### src/rtl/regseq_defines.svh
// register offsets, field positions, reset values and timing counts
`ifndef REGSEQ_DEFINES_SVH
`define REGSEQ_DEFINES_SVH
`define OFS_RAIL1_DELAY   8'h13
`define OFS_RAIL2_DELAY   8'h14
`define OFS_RAIL3_DELAY   8'h15
`define OFS_SOFT_RESET    8'h16
`define OFS_DEV_CONFIG    8'h17
`define OFS_TOP_INT       8'h18
`define OFS_RAIL01_CAUSE  8'h19
`define OFS_RAIL23_CAUSE  8'h1A
`define RST_DELAY         8'h00
`define RST_CONFIG        8'h06
`define CFG_WARN_SEL_BIT  3
`define CFG_PD2_BIT       2
`define CFG_PD1_BIT       1
`define CFG_SPREAD_BIT    0
`define TOP_TSD_BIT       3
`define TOP_TWARN_BIT     2
`define TOP_RESET_BIT     1
`define TOP_ILOAD_BIT     0
`define CLK_FREQ_HZ       25000000
`define TICK_PERIOD_MS    1
`define TICK_CYCLES       ((`CLK_FREQ_HZ / 1000) * `TICK_PERIOD_MS)
`define CAUSE_MASK        8'h77
`endif

### src/rtl/regseq_pkg.sv
// types shared by the sequencer register block
package regseq_pkg;
    typedef enum logic [1:0] {
        RAIL_OFF     = 2'b00,
        RAIL_WAKE    = 2'b01,
        RAIL_ON      = 2'b10,
        RAIL_SLEEP   = 2'b11
    } rail_state_t;
endpackage

### src/rtl/rail_delay_seq.sv
// one rail's start-up / shutdown delay sequencer
`timescale 1ns/10ps
module rail_delay_seq
    import regseq_pkg::*;
(
    input  wire logic       clk_sys_i,
    input  wire logic       power_on_reset_pin_i,
    input  wire logic       ce_i,
    input  wire logic       clr_i,
    input  wire logic       tick_i,
    input  wire logic       enable_i,
    input  wire logic       block_i,
    input  wire logic [3:0] on_delay_i,
    input  wire logic [3:0] off_delay_i,
    output logic            rail_on_o
);
    rail_state_t state_r;
    rail_state_t state_nxt;
    logic [3:0]  cnt_r;
    logic [3:0]  cnt_nxt;

    always_comb begin
        state_nxt = state_r;
        cnt_nxt   = cnt_r;
        case (state_r)
            RAIL_OFF: begin
                if (enable_i && !block_i) begin
                    state_nxt = (on_delay_i == 4'h0) ? RAIL_ON : RAIL_WAKE;
                    cnt_nxt   = on_delay_i;
                end
            end
            RAIL_WAKE: begin
                if (!enable_i || block_i) begin
                    state_nxt = RAIL_OFF;
                end else if (tick_i) begin
                    cnt_nxt = cnt_r - 4'h1;
                    if (cnt_r == 4'h1) begin
                        state_nxt = RAIL_ON;
                    end
                end
            end
            RAIL_ON: begin
                if (block_i) begin
                    state_nxt = RAIL_OFF;
                end else if (!enable_i) begin
                    state_nxt = (off_delay_i == 4'h0) ? RAIL_OFF : RAIL_SLEEP;
                    cnt_nxt   = off_delay_i;
                end
            end
            RAIL_SLEEP: begin
                if (block_i) begin
                    state_nxt = RAIL_OFF;
                end else if (enable_i) begin
                    state_nxt = RAIL_ON;
                end else if (tick_i) begin
                    cnt_nxt = cnt_r - 4'h1;
                    if (cnt_r == 4'h1) begin
                        state_nxt = RAIL_OFF;
                    end
                end
            end
            default: state_nxt = RAIL_OFF;
        endcase
    end

    always_ff @(posedge clk_sys_i or negedge power_on_reset_pin_i) begin
        if (!power_on_reset_pin_i) begin
            state_r <= RAIL_OFF;
            cnt_r   <= 4'h0;
        end else if (ce_i) begin
            state_r <= clr_i ? RAIL_OFF : state_nxt;
            cnt_r   <= clr_i ? 4'h0 : cnt_nxt;
        end
    end

    always_ff @(posedge clk_sys_i or negedge power_on_reset_pin_i) begin
        if (!power_on_reset_pin_i) begin
            rail_on_o <= 1'b0;
        end else if (ce_i) begin
            rail_on_o <= !clr_i && (state_nxt == RAIL_ON || state_nxt == RAIL_SLEEP);
        end
    end

    chk_block_forces_off: assert property (@(posedge clk_sys_i) disable iff (!power_on_reset_pin_i)
        (ce_i && block_i) |=> !rail_on_o)
        else $error("rail stayed on while blocked");
    chk_zero_on_delay: assert property (@(posedge clk_sys_i) disable iff (!power_on_reset_pin_i)
        (ce_i && !clr_i && state_r == RAIL_OFF && enable_i && !block_i
         && on_delay_i == 4'h0) |=> rail_on_o)
        else $error("zero start delay not immediate");
endmodule

### src/rtl/regseq_top.sv
// sequencing delay, reset, configuration and top interrupt registers
`timescale 1ns/10ps
`include "regseq_defines.svh"
module regseq_top
    import regseq_pkg::*;
#(
    parameter int TICK_CYCLES = `TICK_CYCLES
) (
    input  wire logic       clk_sys_i,
    input  wire logic       power_on_reset_pin_i,
    input  wire logic       ce_i,
    input  wire logic       wr_en_i,
    input  wire logic [7:0] addr_i,
    input  wire logic [7:0] wdata_i,
    output logic      [7:0] rdata_o,
    input  wire logic       enable_inputs_i,
    input  wire logic       tsd_level_i,
    input  wire logic       twarn_hot_i,
    input  wire logic       twarn_cool_i,
    input  wire logic       analog_supply_low_i,
    input  wire logic       iload_ready_i,
    input  wire logic [7:0] cause_set_i,
    output logic      [2:0] rail_on_o,
    output logic            thermal_warn_threshold_sel_o,
    output logic            second_enable_pulldown_o,
    output logic            first_enable_pulldown_o,
    output logic            spread_spectrum_on_o,
    output logic            serial_reset_o,
    output logic            otp_reload_o,
    output logic            warn_status_o,
    output logic            irq_o
);
    // pin-level inputs go through three flops
    logic [2:0] en_sy_r;
    logic [2:0] tsd_sy_r;
    logic [2:0] tw_hot_sy_r;
    logic [2:0] tw_cool_sy_r;
    logic [2:0] uv_sy_r;
    logic       en_q_r;
    logic       tsd_q_r;
    logic       warn_q_r;
    logic       uv_q_r;

    always_ff @(posedge clk_sys_i or negedge power_on_reset_pin_i) begin
        if (!power_on_reset_pin_i) begin
            en_sy_r      <= 3'h0;
            tsd_sy_r     <= 3'h0;
            tw_hot_sy_r  <= 3'h0;
            tw_cool_sy_r <= 3'h0;
            uv_sy_r      <= 3'h0;
        end else if (ce_i) begin
            en_sy_r      <= {en_sy_r[1:0], enable_inputs_i};
            tsd_sy_r     <= {tsd_sy_r[1:0], tsd_level_i};
            tw_hot_sy_r  <= {tw_hot_sy_r[1:0], twarn_hot_i};
            tw_cool_sy_r <= {tw_cool_sy_r[1:0], twarn_cool_i};
            uv_sy_r      <= {uv_sy_r[1:0], analog_supply_low_i};
        end
    end

    wire en_agree    = en_sy_r[1] == en_sy_r[2];
    wire tsd_agree   = tsd_sy_r[1] == tsd_sy_r[2];
    wire uv_agree    = uv_sy_r[1] == uv_sy_r[2];
    wire hot_agree   = tw_hot_sy_r[1] == tw_hot_sy_r[2];
    wire cool_agree  = tw_cool_sy_r[1] == tw_cool_sy_r[2];

    // registers
    logic [7:0] rail_delay_r [3];
    logic [7:0] config_r;
    logic [3:0] top_evt_r;
    logic [7:0] cause01_r;
    logic [7:0] cause23_r;
    logic       soft_rst_r;
    logic       por_seen_r;

    wire wr_rail1   = wr_en_i && addr_i == `OFS_RAIL1_DELAY;
    wire wr_rail2   = wr_en_i && addr_i == `OFS_RAIL2_DELAY;
    wire wr_rail3   = wr_en_i && addr_i == `OFS_RAIL3_DELAY;
    wire wr_soft    = wr_en_i && addr_i == `OFS_SOFT_RESET;
    wire wr_config  = wr_en_i && addr_i == `OFS_DEV_CONFIG;
    wire wr_top     = wr_en_i && addr_i == `OFS_TOP_INT;
    wire wr_c01     = wr_en_i && addr_i == `OFS_RAIL01_CAUSE;
    wire wr_c23     = wr_en_i && addr_i == `OFS_RAIL23_CAUSE;

    wire soft_req   = wr_soft && wdata_i[0];
    wire uv_rise    = uv_agree && uv_sy_r[2] && !uv_q_r;
    // any reset event restores defaults (soft request acts one cycle later)
    wire reg_clear  = soft_rst_r || uv_rise;

    wire warn_sel   = config_r[`CFG_WARN_SEL_BIT];
    wire warn_lvl   = warn_sel ? tw_cool_sy_r[2] : tw_hot_sy_r[2];
    wire warn_ok    = warn_sel ? cool_agree : hot_agree;
    wire warn_live  = warn_ok ? warn_lvl : warn_q_r;
    wire tsd_live   = tsd_agree ? tsd_sy_r[2] : tsd_q_r;
    wire en_live    = en_agree ? en_sy_r[2] : en_q_r;

    wire tsd_rise   = tsd_live && !tsd_q_r;
    wire warn_rise  = warn_live && !warn_q_r;
    wire reset_evt  = soft_rst_r || uv_rise || !por_seen_r;

    // set wins over a write-one clear
    wire [3:0] evt_set = {tsd_rise, warn_rise, reset_evt, iload_ready_i};
    wire [3:0] evt_clr = wr_top ? wdata_i[3:0] : 4'h0;
    wire [3:0] top_evt_nxt = evt_set | (top_evt_r & ~evt_clr);

    // cause_set_i[4+n] selects rail n, cause_set_i[2:0] are the flags to set
    wire [2:0] cause_flags = cause_set_i[2:0];
    wire [7:0] c01_set = {1'b0, cause_set_i[5] ? cause_flags : 3'h0,
                          1'b0, cause_set_i[4] ? cause_flags : 3'h0};
    wire [7:0] c23_set = {1'b0, cause_set_i[7] ? cause_flags : 3'h0,
                          1'b0, cause_set_i[6] ? cause_flags : 3'h0};
    wire [7:0] c01_nxt = c01_set | (cause01_r & ~(wr_c01 ? wdata_i : 8'h00));
    wire [7:0] c23_nxt = c23_set | (cause23_r & ~(wr_c23 ? wdata_i : 8'h00));

    wire [3:0] summary = {cause23_r[6:4] != 3'h0, cause23_r[2:0] != 3'h0,
                          cause01_r[6:4] != 3'h0, cause01_r[2:0] != 3'h0};
    wire [7:0] top_view = {summary, top_evt_r};

    always_ff @(posedge clk_sys_i or negedge power_on_reset_pin_i) begin
        if (!power_on_reset_pin_i) begin
            en_q_r     <= 1'b0;
            tsd_q_r    <= 1'b0;
            warn_q_r   <= 1'b0;
            uv_q_r     <= 1'b0;
            por_seen_r <= 1'b0;
        end else if (ce_i) begin
            en_q_r     <= en_live;
            tsd_q_r    <= tsd_live;
            warn_q_r   <= warn_live;
            uv_q_r     <= uv_agree ? uv_sy_r[2] : uv_q_r;
            por_seen_r <= 1'b1;
        end
    end

    always_ff @(posedge clk_sys_i or negedge power_on_reset_pin_i) begin
        if (!power_on_reset_pin_i) begin
            soft_rst_r <= 1'b0;
        end else if (ce_i) begin
            soft_rst_r <= soft_req && !soft_rst_r;
        end
    end

    always_ff @(posedge clk_sys_i or negedge power_on_reset_pin_i) begin
        if (!power_on_reset_pin_i) begin
            rail_delay_r[0] <= `RST_DELAY;
            rail_delay_r[1] <= `RST_DELAY;
            rail_delay_r[2] <= `RST_DELAY;
            config_r        <= `RST_CONFIG;
        end else if (ce_i) begin
            if (reg_clear) begin
                rail_delay_r[0] <= `RST_DELAY;
                rail_delay_r[1] <= `RST_DELAY;
                rail_delay_r[2] <= `RST_DELAY;
                config_r        <= `RST_CONFIG;
            end else begin
                if (wr_rail1) rail_delay_r[0] <= wdata_i;
                if (wr_rail2) rail_delay_r[1] <= wdata_i;
                if (wr_rail3) rail_delay_r[2] <= wdata_i;
                if (wr_config) config_r <= wdata_i;
            end
        end
    end

    always_ff @(posedge clk_sys_i or negedge power_on_reset_pin_i) begin
        if (!power_on_reset_pin_i) begin
            top_evt_r <= 4'h0;
            cause01_r <= 8'h00;
            cause23_r <= 8'h00;
        end else if (ce_i) begin
            top_evt_r <= top_evt_nxt;
            cause01_r <= reg_clear ? 8'h00 : (c01_nxt & `CAUSE_MASK);
            cause23_r <= reg_clear ? 8'h00 : (c23_nxt & `CAUSE_MASK);
        end
    end

    // millisecond tick shared by all rails
    logic [$clog2(TICK_CYCLES)-1:0] tick_cnt_r;
    wire tick = tick_cnt_r == ($clog2(TICK_CYCLES))'(TICK_CYCLES - 1);
    always_ff @(posedge clk_sys_i or negedge power_on_reset_pin_i) begin
        if (!power_on_reset_pin_i) begin
            tick_cnt_r <= '0;
        end else if (ce_i) begin
            tick_cnt_r <= tick ? '0 : tick_cnt_r + 1'b1;
        end
    end

    // converters stay off while the shutdown latch or a reset is active
    wire rail_block = top_evt_r[`TOP_TSD_BIT] || reg_clear;
    logic [2:0] rail_on_w;
    for (genvar g = 0; g < 3; g++) begin : g_rail
        rail_delay_seq u_seq (
            .clk_sys_i   (clk_sys_i),
            .power_on_reset_pin_i      (power_on_reset_pin_i),
            .ce_i        (ce_i),
            .clr_i       (reg_clear),
            .tick_i      (tick),
            .enable_i    (en_live),
            .block_i     (rail_block),
            .on_delay_i  (rail_delay_r[g][3:0]),
            .off_delay_i (rail_delay_r[g][7:4]),
            .rail_on_o   (rail_on_w[g])
        );
    end

    logic [7:0] rdata_nxt;
    always_comb begin
        case (addr_i)
            `OFS_RAIL1_DELAY:  rdata_nxt = rail_delay_r[0];
            `OFS_RAIL2_DELAY:  rdata_nxt = rail_delay_r[1];
            `OFS_RAIL3_DELAY:  rdata_nxt = rail_delay_r[2];
            `OFS_SOFT_RESET:   rdata_nxt = 8'h00;
            `OFS_DEV_CONFIG:   rdata_nxt = config_r;
            `OFS_TOP_INT:      rdata_nxt = top_view;
            `OFS_RAIL01_CAUSE: rdata_nxt = cause01_r;
            `OFS_RAIL23_CAUSE: rdata_nxt = cause23_r;
            default:           rdata_nxt = 8'h00;
        endcase
    end

    always_ff @(posedge clk_sys_i or negedge power_on_reset_pin_i) begin
        if (!power_on_reset_pin_i) begin
            rdata_o                      <= 8'h00;
            rail_on_o                    <= 3'h0;
            thermal_warn_threshold_sel_o <= 1'b0;
            second_enable_pulldown_o     <= 1'b1;
            first_enable_pulldown_o      <= 1'b1;
            spread_spectrum_on_o         <= 1'b0;
            serial_reset_o               <= 1'b0;
            otp_reload_o                 <= 1'b0;
            warn_status_o                <= 1'b0;
            irq_o                        <= 1'b0;
        end else if (ce_i) begin
            rdata_o                      <= rdata_nxt;
            rail_on_o                    <= rail_on_w;
            thermal_warn_threshold_sel_o <= config_r[`CFG_WARN_SEL_BIT];
            second_enable_pulldown_o     <= config_r[`CFG_PD2_BIT];
            first_enable_pulldown_o      <= config_r[`CFG_PD1_BIT];
            spread_spectrum_on_o         <= config_r[`CFG_SPREAD_BIT];
            serial_reset_o               <= soft_rst_r;
            otp_reload_o                 <= reset_evt;
            warn_status_o                <= warn_live;
            irq_o                        <= top_view != 8'h00;
        end
    end

    chk_soft_self_clear: assert property (@(posedge clk_sys_i) disable iff (!power_on_reset_pin_i)
        (ce_i && soft_req && !soft_rst_r) |=> (soft_rst_r ##1 (!ce_i || !soft_rst_r)))
        else $error("soft reset request did not clear itself");
    chk_soft_restores: assert property (@(posedge clk_sys_i) disable iff (!power_on_reset_pin_i)
        (ce_i && soft_rst_r) |=> (config_r == `RST_CONFIG && rail_delay_r[0] == 8'h00))
        else $error("soft reset left registers dirty");
    chk_otp_on_soft: assert property (@(posedge clk_sys_i) disable iff (!power_on_reset_pin_i)
        (ce_i && soft_rst_r) |=> otp_reload_o)
        else $error("soft reset did not reload settings");
    chk_event_w1c: assert property (@(posedge clk_sys_i) disable iff (!power_on_reset_pin_i)
        (ce_i && wr_top && wdata_i[0] && !iload_ready_i) |=> !top_evt_r[0])
        else $error("write one did not clear load event");
    chk_event_w0_keep: assert property (@(posedge clk_sys_i) disable iff (!power_on_reset_pin_i)
        (ce_i && top_evt_r[2] && !(wr_top && wdata_i[2])) |=> top_evt_r[2])
        else $error("warning latch lost without clear");
    chk_load_latch: assert property (@(posedge clk_sys_i) disable iff (!power_on_reset_pin_i)
        (ce_i && iload_ready_i) |=> top_evt_r[0])
        else $error("load ready not latched");
    chk_tsd_latch: assert property (@(posedge clk_sys_i) disable iff (!power_on_reset_pin_i)
        (ce_i && tsd_rise) |=> top_evt_r[3] ##2 (!ce_i || rail_on_o == 3'h0))
        else $error("thermal shutdown not latched or rails left on");
    chk_summary_clear: assert property (@(posedge clk_sys_i) disable iff (!power_on_reset_pin_i)
        (ce_i && wr_c01 && (cause01_r[2:0] & ~wdata_i[2:0]) == 3'h0
         && !(cause_set_i[4] && cause_set_i[2:0] != 3'h0)) |=> !top_view[4])
        else $error("summary kept after cause cleared");
    chk_rail2_summary: assert property (@(posedge clk_sys_i) disable iff (!power_on_reset_pin_i)
        (ce_i && !reg_clear && cause_set_i[6] && cause_set_i[2:0] != 3'h0) |=> top_view[6])
        else $error("rail 2 cause did not raise its summary");
    chk_irq_follows: assert property (@(posedge clk_sys_i) disable iff (!power_on_reset_pin_i)
        (ce_i && top_view != 8'h00) |=> irq_o)
        else $error("interrupt output missed pending bit");
    chk_warn_latch: assert property (@(posedge clk_sys_i) disable iff (!power_on_reset_pin_i)
        (ce_i && warn_rise) |=> top_evt_r[2])
        else $error("warning crossing not latched");
    chk_cfg_out: assert property (@(posedge clk_sys_i) disable iff (!power_on_reset_pin_i)
        (ce_i && !reg_clear && wr_config) |=> ##1 (!ce_i ||
         first_enable_pulldown_o == $past(wdata_i[1], 2)))
        else $error("pulldown output does not follow config");
endmodule

### config.mk
export PLATFORM = sky130hd
export DESIGN_NAME = regseq_top
export DESIGN_NICKNAME = d
export VERILOG_FILES = /design/src/rtl/regseq_pkg.sv /design/src/rtl/rail_delay_seq.sv /design/src/rtl/regseq_top.sv
export VERILOG_INCLUDE_DIRS = /design/src /design/src/rtl
export SDC_FILE = /design/constraint.sdc
export NUM_CORES = 1
export LEC_CHECK = 0
export BUFFER_PORTS_ARGS = -buffer_cell sky130_fd_sc_hd__buf_4
export CORE_MARGIN = 3
export CORE_UTILIZATION = 50
export CTS_CLUSTER_SIZE = 14
export DETAILED_ROUTE_END_ITERATION = 6
export PLACE_DENSITY_LB_ADDON = 0.12
export SETUP_SLACK_MARGIN = 0.02
export SLEW_MARGIN = 20
export SYNTH_ARGS = -nofsm -noshare
export SYNTH_HDL_FRONTEND = slang
export SYNTH_HIERARCHICAL = 1
export SYNTH_SLANG_ARGS = --single-unit
### constraint.sdc
create_clock -name clk_sys_i -period 3.5 [get_ports clk_sys_i]
set_clock_uncertainty 0.2 [all_clocks]
set_input_delay 0.175 -clock clk_sys_i [delete_from_list [all_inputs] [get_ports clk_sys_i]]
set_output_delay 0.175 -clock clk_sys_i [all_outputs]
set_load 0.02 [all_outputs]
* Yosys cells after proc, flatten, opt, wreduce, memory -nomap -nowiden
Index checks and enable logic that the tools add are counted.
** Operators by class
- Add/sub/neg operators :: 4
- Eq/ne operators :: 50
- Bitwise operators :: 9
- Div/mod/pow operators :: 0
- Shift operators :: 0
- Reductions and logical operators :: 59
- $mul :: 0
- $lt $le $gt $ge :: 0
- Multiplexer cells :: 91
** Operators with widths (count)
- $mux W4 :: 25
- $mux W2 :: 39
- $eq A8 B5 Y1 const B :: 8
- $pmux W8 S7 :: 1
- $pmux W4 S4 :: 3
- $ne A3 B3 Y1 const B :: 14
- $mux W8 :: 5
- $mux W7 :: 4
- $eq A2 B2 Y1 const B :: 12
- $logic_not A4 Y1 :: 6
- $mux W24 :: 1
- $pmux W2 S4 :: 3
- $reduce_and A7 Y1 :: 3
- $logic_and A1 B1 Y1 :: 18
- $add A15 B1 Y15 const B :: 1
- $eq A15 B15 Y1 const B :: 1
- $mux W15 :: 1
- $and A7 B7 Y7 :: 2
- $not A7 Y7 :: 2
- $or A7 B7 Y7 :: 2
- $eq A4 B1 Y1 const B :: 3
- $mux W3 :: 4
- $reduce_bool A3 Y1 :: 4
- $sub A4 B1 Y4 const B :: 3
- 14 further kinds :: 48
** Storage, ports and cells
- Register bits after elaboration :: 125
- Bits in read-only memories :: 0
- Memories :: 0
- Memory bits (writable) :: 0
- Bits in latches :: 0
- Word-level logic and storage cells :: 250

* Longest topological paths before layout
- Word-level depth :: 12
- Depth in mapped cells :: 9
- Depth with buffers taken out :: 8

* By module
Netlist, hierarchy kept.
** By module, submodules not included
- regseq_top :: area an instance 4849.7 µm², cells each 435, seq. area each 2557.5 µm², times used 1
- rail_delay_seq :: area an instance 585.6 µm², cells each 61, seq. area each 175.2 µm², times used 3

* Worst setup path after synthesis
OpenSTA, ideal clock, no wires.
- Kind :: register to register
- From :: register tick_cnt_r[11]
- To :: register g_rail[0].u_seq.cnt_r[1]
- Stages on the path, launching flop included :: 7
- Arrival time :: 2.212 ns
- Period minus slack after synthesis :: 2.476 ns
- Slack :: 1.024 ns
- Library setup time :: 0.064 ns
- Cells stage by stage :: dfrtp_1 -> or4b_4 -> nor4_4 -> nand2b_1 -> a32oi_4 -> a2111oi_2 -> a21o_1
** Between the ends
- Longest elaborated chain between the ends :: 6
** Ends and longest elaborated chain
- start: declaration :: line regseq_top.sv:176 : logic [$clog2(TICK_CYCLES)-1:0] tick_cnt_r;
- start signal: assignment :: line regseq_top.sv:182 : tick_cnt_r <= tick ? '0 : tick_cnt_r + 1'b1;
- $eq A15 B15 Y1 (*) :: line regseq_top.sv:177 : wire tick = tick_cnt_r == ($clog2(TICK_CYCLES))'(TICK_CYCLES - 1);
- named net tick :: line regseq_top.sv:177
- $mux W4 (*)
- $mux W4 (2 in series)
- $pmux W4 S4 (*)
- $mux W4 (*)
- end signal: assignment :: line rail_delay_seq.sv:72 : cnt_r <= clr_i ? 4'h0 : cnt_nxt;
- end: declaration :: line rail_delay_seq.sv:19 : logic [3:0] cnt_r;
The timed path passes the listed nets; every way through them passes the cells marked *. The select of a mux whose other input is x is not followed.
A chain may end at the register's enable or synchronous reset.

* Worst setup path after layout
- From :: register tick_cnt_r[11]
- To :: register g_rail[1].u_seq.cnt_r[2]
** Between the ends
- Longest elaborated chain between the ends :: 6
** Ends and longest elaborated chain (line)
- $eq A15 B15 Y1 (*) :: regseq_top.sv:177
- named net tick :: regseq_top.sv:177
- $mux W4 (*)
- $mux W4 (2 in series)
- $pmux W4 S4 (*)
- $mux W4 (*)
- end signal: assignment :: rail_delay_seq.sv:72
- end: declaration :: rail_delay_seq.sv:19
Marked as above.

==> metrics.csv <==
metric;value;unit
worst path cell trace;or4b_4 -> nor4_4 -> nand2b_1 -> a32oi_4 -> nor4_1 -> a211o_1;
clock-pin slew of the registers on the worst-case setup and hold paths;0.05;ns
worst reg2reg path depth;6;
area grow syn2layout;21.2;%
layout cells sized above 1;0.207;
die width;121;um
pin count of the biggest net entering global routing;55;
Max Slew Vio Count;0;
post-DR wirelength/cell;20.1;um
H-tree Lvls;4;
yosys warns;6;
Worst-Margin Slew;0.800;ns
Lkg Pwr;0.00344;uW
final worst slack;0.692;ns
flops & latches, synth;123;
DPL Wire Length;12000;um
routed vias;5446;
total grt overflow;0;
count leader, synth;dfrtp_1;
Post-CTS Resized;0;
core area;12800;sq um
post-synth top area cell;dfrtp_1;
cell class contributing the biggest share of worst-path delay;simple AND/OR/NAND/NOR gates;
CP peak stage delay;0.61;ns
first-pass GRT wire length;28400;um
dpl ws;0.690;ns
hold path depth;3;
CTS tree;yes;
Initial Utilization;0.517;
chip height;121;um
Post-CTS Setup Inserts;0;
max-cap violation count;0;
Synth area leaders;dfrtp_1, mux2_2, a22o_1;
number of synthesized flops with an enable pin;0;
average cell area after synthesis;10.7;sq um
unrepaired setup endpoints after global routing;false;
syn nets;660;
Critical-path top delay cell;nor4_4;
initial antenna violation count;0;
NumNets Final;733;
Port Buffers;51;
RR Endpoint;g_rail[1].u_seq/cnt_r[2]$_DFFE_PN0P_;
crit path kind;flop to flop;
Primary FF master, synth;dfrtp_1;
most frequent cells after synthesis;dfrtp_1, nand2_1, inv_1, mux2_2, a22o_1;
Tightest Hold Check Type;input port to flop;
run status;completed;
Final Hold Viols;0;
WL final;17600;um
R2R Path Start;tick_cnt_r[11]$_DFFE_PN0P_;
crit end category;flop;
Synth Cell Area;6610;sq um
final core occ;0.627;
DRC;0;
CP max FO;11;
min-delay src;addr_i[0];
first drt pass iteration count;5;
Max transition margin;0.465;
n_diodes;0;
total clock buffers created by CTS;17;
asr flop ratio synth;1.00;
boundary pin count;53;
count of cell types in the netlist;73;
vias in the first global route;5286;
CTS max path bufs;2;
FMAX;356;MHz
Tcrit/Tclk final;0.802;
Die ar.;14600;sq um
Arr. time, crit path;2.96;ns
TNS Setup;0;ns
maximum vdd drop;368;uV
sequential area share after synthesis;0.467;
clock root buffer;clkbuf_16;
Detailed Route Iter0 Violations;520;
hold path endpoint;rdata_o[1]$_DFFE_PN0P_;
Critical Path RT;3.65;ns
R2R Setup Slk;0.69;ns
pwr/cell area;550;nW/um^2
Setup-failing EPs final;0;
GPL Wtd Cong;0.936;
row cnt;41;
Period minus WS final;2.81;ns
remaining antenna violation count;0;
Worst-Skew Late Latency;0.42;ns
Mapped Cells;618;
drt via density;6.22;
total global-route track usage;0.251;
crit path launch type;flop;
Clock Sinks;123;
Buf/Inv on CP;0;
area share of the largest cell type after synthesis;0.451;
area by class of cell:
class	count	area (sq um)
Clock buffer	22	494
Clock inverter	10	138
Fill cell	1041	4770
Inverter	29	109
Multi-Input combinational cell	435	3260
Sequential cell	123	3080
Tap cell	172	215
Timing Repair Buffer	85	708
power by group:
group | total (uW) | leakage (uW) | internal, uW | switching, uW
Sequential | 1780 | 0.00158 | 1590 | 186
Combinational | 785 | 0.00156 | 359 | 426
Clock | 1840 | 0.000308 | 1210 | 624
Total | 4400 | 0.00344 | 3170 | 1240
worst max path at each step:
stage / slack [ns] / cells past startpoint / from / end
after floorplan: 1.02 / 6 / tick_cnt_r[11]$_DFFE_PN0P_ / g_rail[0].u_seq/cnt_r[1]$_DFFE_PN0P_
after global placement: 0.71 / 6 / tick_cnt_r[11]$_DFFE_PN0P_ / g_rail[1].u_seq/cnt_r[1]$_DFFE_PN0P_
after detailed placement: 0.69 / 6 / tick_cnt_r[11]$_DFFE_PN0P_ / g_rail[1].u_seq/cnt_r[2]$_DFFE_PN0P_
after CTS: 0.68 / 6 / tick_cnt_r[11]$_DFFE_PN0P_ / g_rail[0].u_seq/cnt_r[1]$_DFFE_PN0P_
after global routing: 0.50 / 6 / tick_cnt_r[11]$_DFFE_PN0P_ / g_rail[0].u_seq/cnt_r[1]$_DFFE_PN0P_
final: 0.69 / 6 / tick_cnt_r[11]$_DFFE_PN0P_ / g_rail[1].u_seq/cnt_r[2]$_DFFE_PN0P_
logic make-up after synthesis:
group	share of synthesized area
adder cells (fa/ha/maj)	0.0182
AND/OR/NAND/NOR	0.182
XOR/XNOR	0.0206
flip-flops	0.467
AO/OA/AOI/OAI	0.205
buffers and inverters	0.0401
multiplexers	0.0674
routing by layer:
layer  wire, um  vias to the layer above  global-route usage  share of wire
li1           -                     2522                   -              -
met2       8110                      177               0.379           0.46
met3       1020                       25              0.0559          0.058
met4        373                        0              0.0892          0.021
met5          0                        -                   0              0
met1       8060                     2722               0.357           0.46
placed cells by master, fill, tap and decap left out, types with 5 or more instances in the layout:
master           n
mux2_2          28
a31oi_1         11
clkbuf_8         5
dlygate4sd3_1   28
ha_1             8
nor4_1          16
nor2_1          21
and3_1           7
nor2b_1          8
clkbuf_16       17
nand4_1         17
inv_1           29
buf_4           57
o21ai_0         19
and2_1           6
xnor2_1          9
mux2i_1         13
o2bb2ai_1        7
a32o_1          18
a21oi_1         25
a22o_1          27
a211o_1          6
a21o_1           7
dfrtp_1        119
nand3_1         23
nand2_1         41
nand2b_1        10
nor3_1          12
a211oi_1         8
registers in the layout, summed over array words and instances (netlist names), 3 cells and up:
signal / cells
cause23_r: 6
config_r: 8
g_rail.u_seq/state_r: 6
tw_hot_sy_r: 3
rail_delay_r: 24
en_sy_r: 3
g_rail.u_seq/cnt_r: 12
cause01_r: 6
rdata_o: 8
g_rail.u_seq/rail_on_o: 3
tick_cnt_r: 15
tw_cool_sy_r: 3
top_evt_r: 4
uv_sy_r: 3
rail_on_o: 3
tsd_sy_r: 3
worst register-to-register path: cells and delay by family (launching register included):
kind,cells,cell delay [ns]
compound gates,2,0.34
simple gates,4,1.79
flops,1,0.42
timing repair:
| item | 4_1_cts | 5_1_grt |
|---|---|---|
| hold buffers | 28 | 0 |
| hold endpoints to repair | 106 | 0 |
| endpoints found under the setup margin | 0 | 0 |
metrics by stage:
| stage | instance area, sq um | hold slack (ns) | std cells | power (uW) |
|---|---|---|---|---|
| after CTS | 8010 | 0.00170 | 876 | 4420 |
| after global placement | 7090 | 0.0708 | 816 | 2480 |
| final | 8010 | 0.0209 | 876 | 4400 |
| after floorplan | 6610 | -0.321 | 618 | 2260 |
| after global routing | 8010 | 0.0357 | 876 | 4600 |
| after detailed placement | 7090 | 0.0784 | 816 | 2520 |
Note: power is estimated with default switching activity, not from simulation.
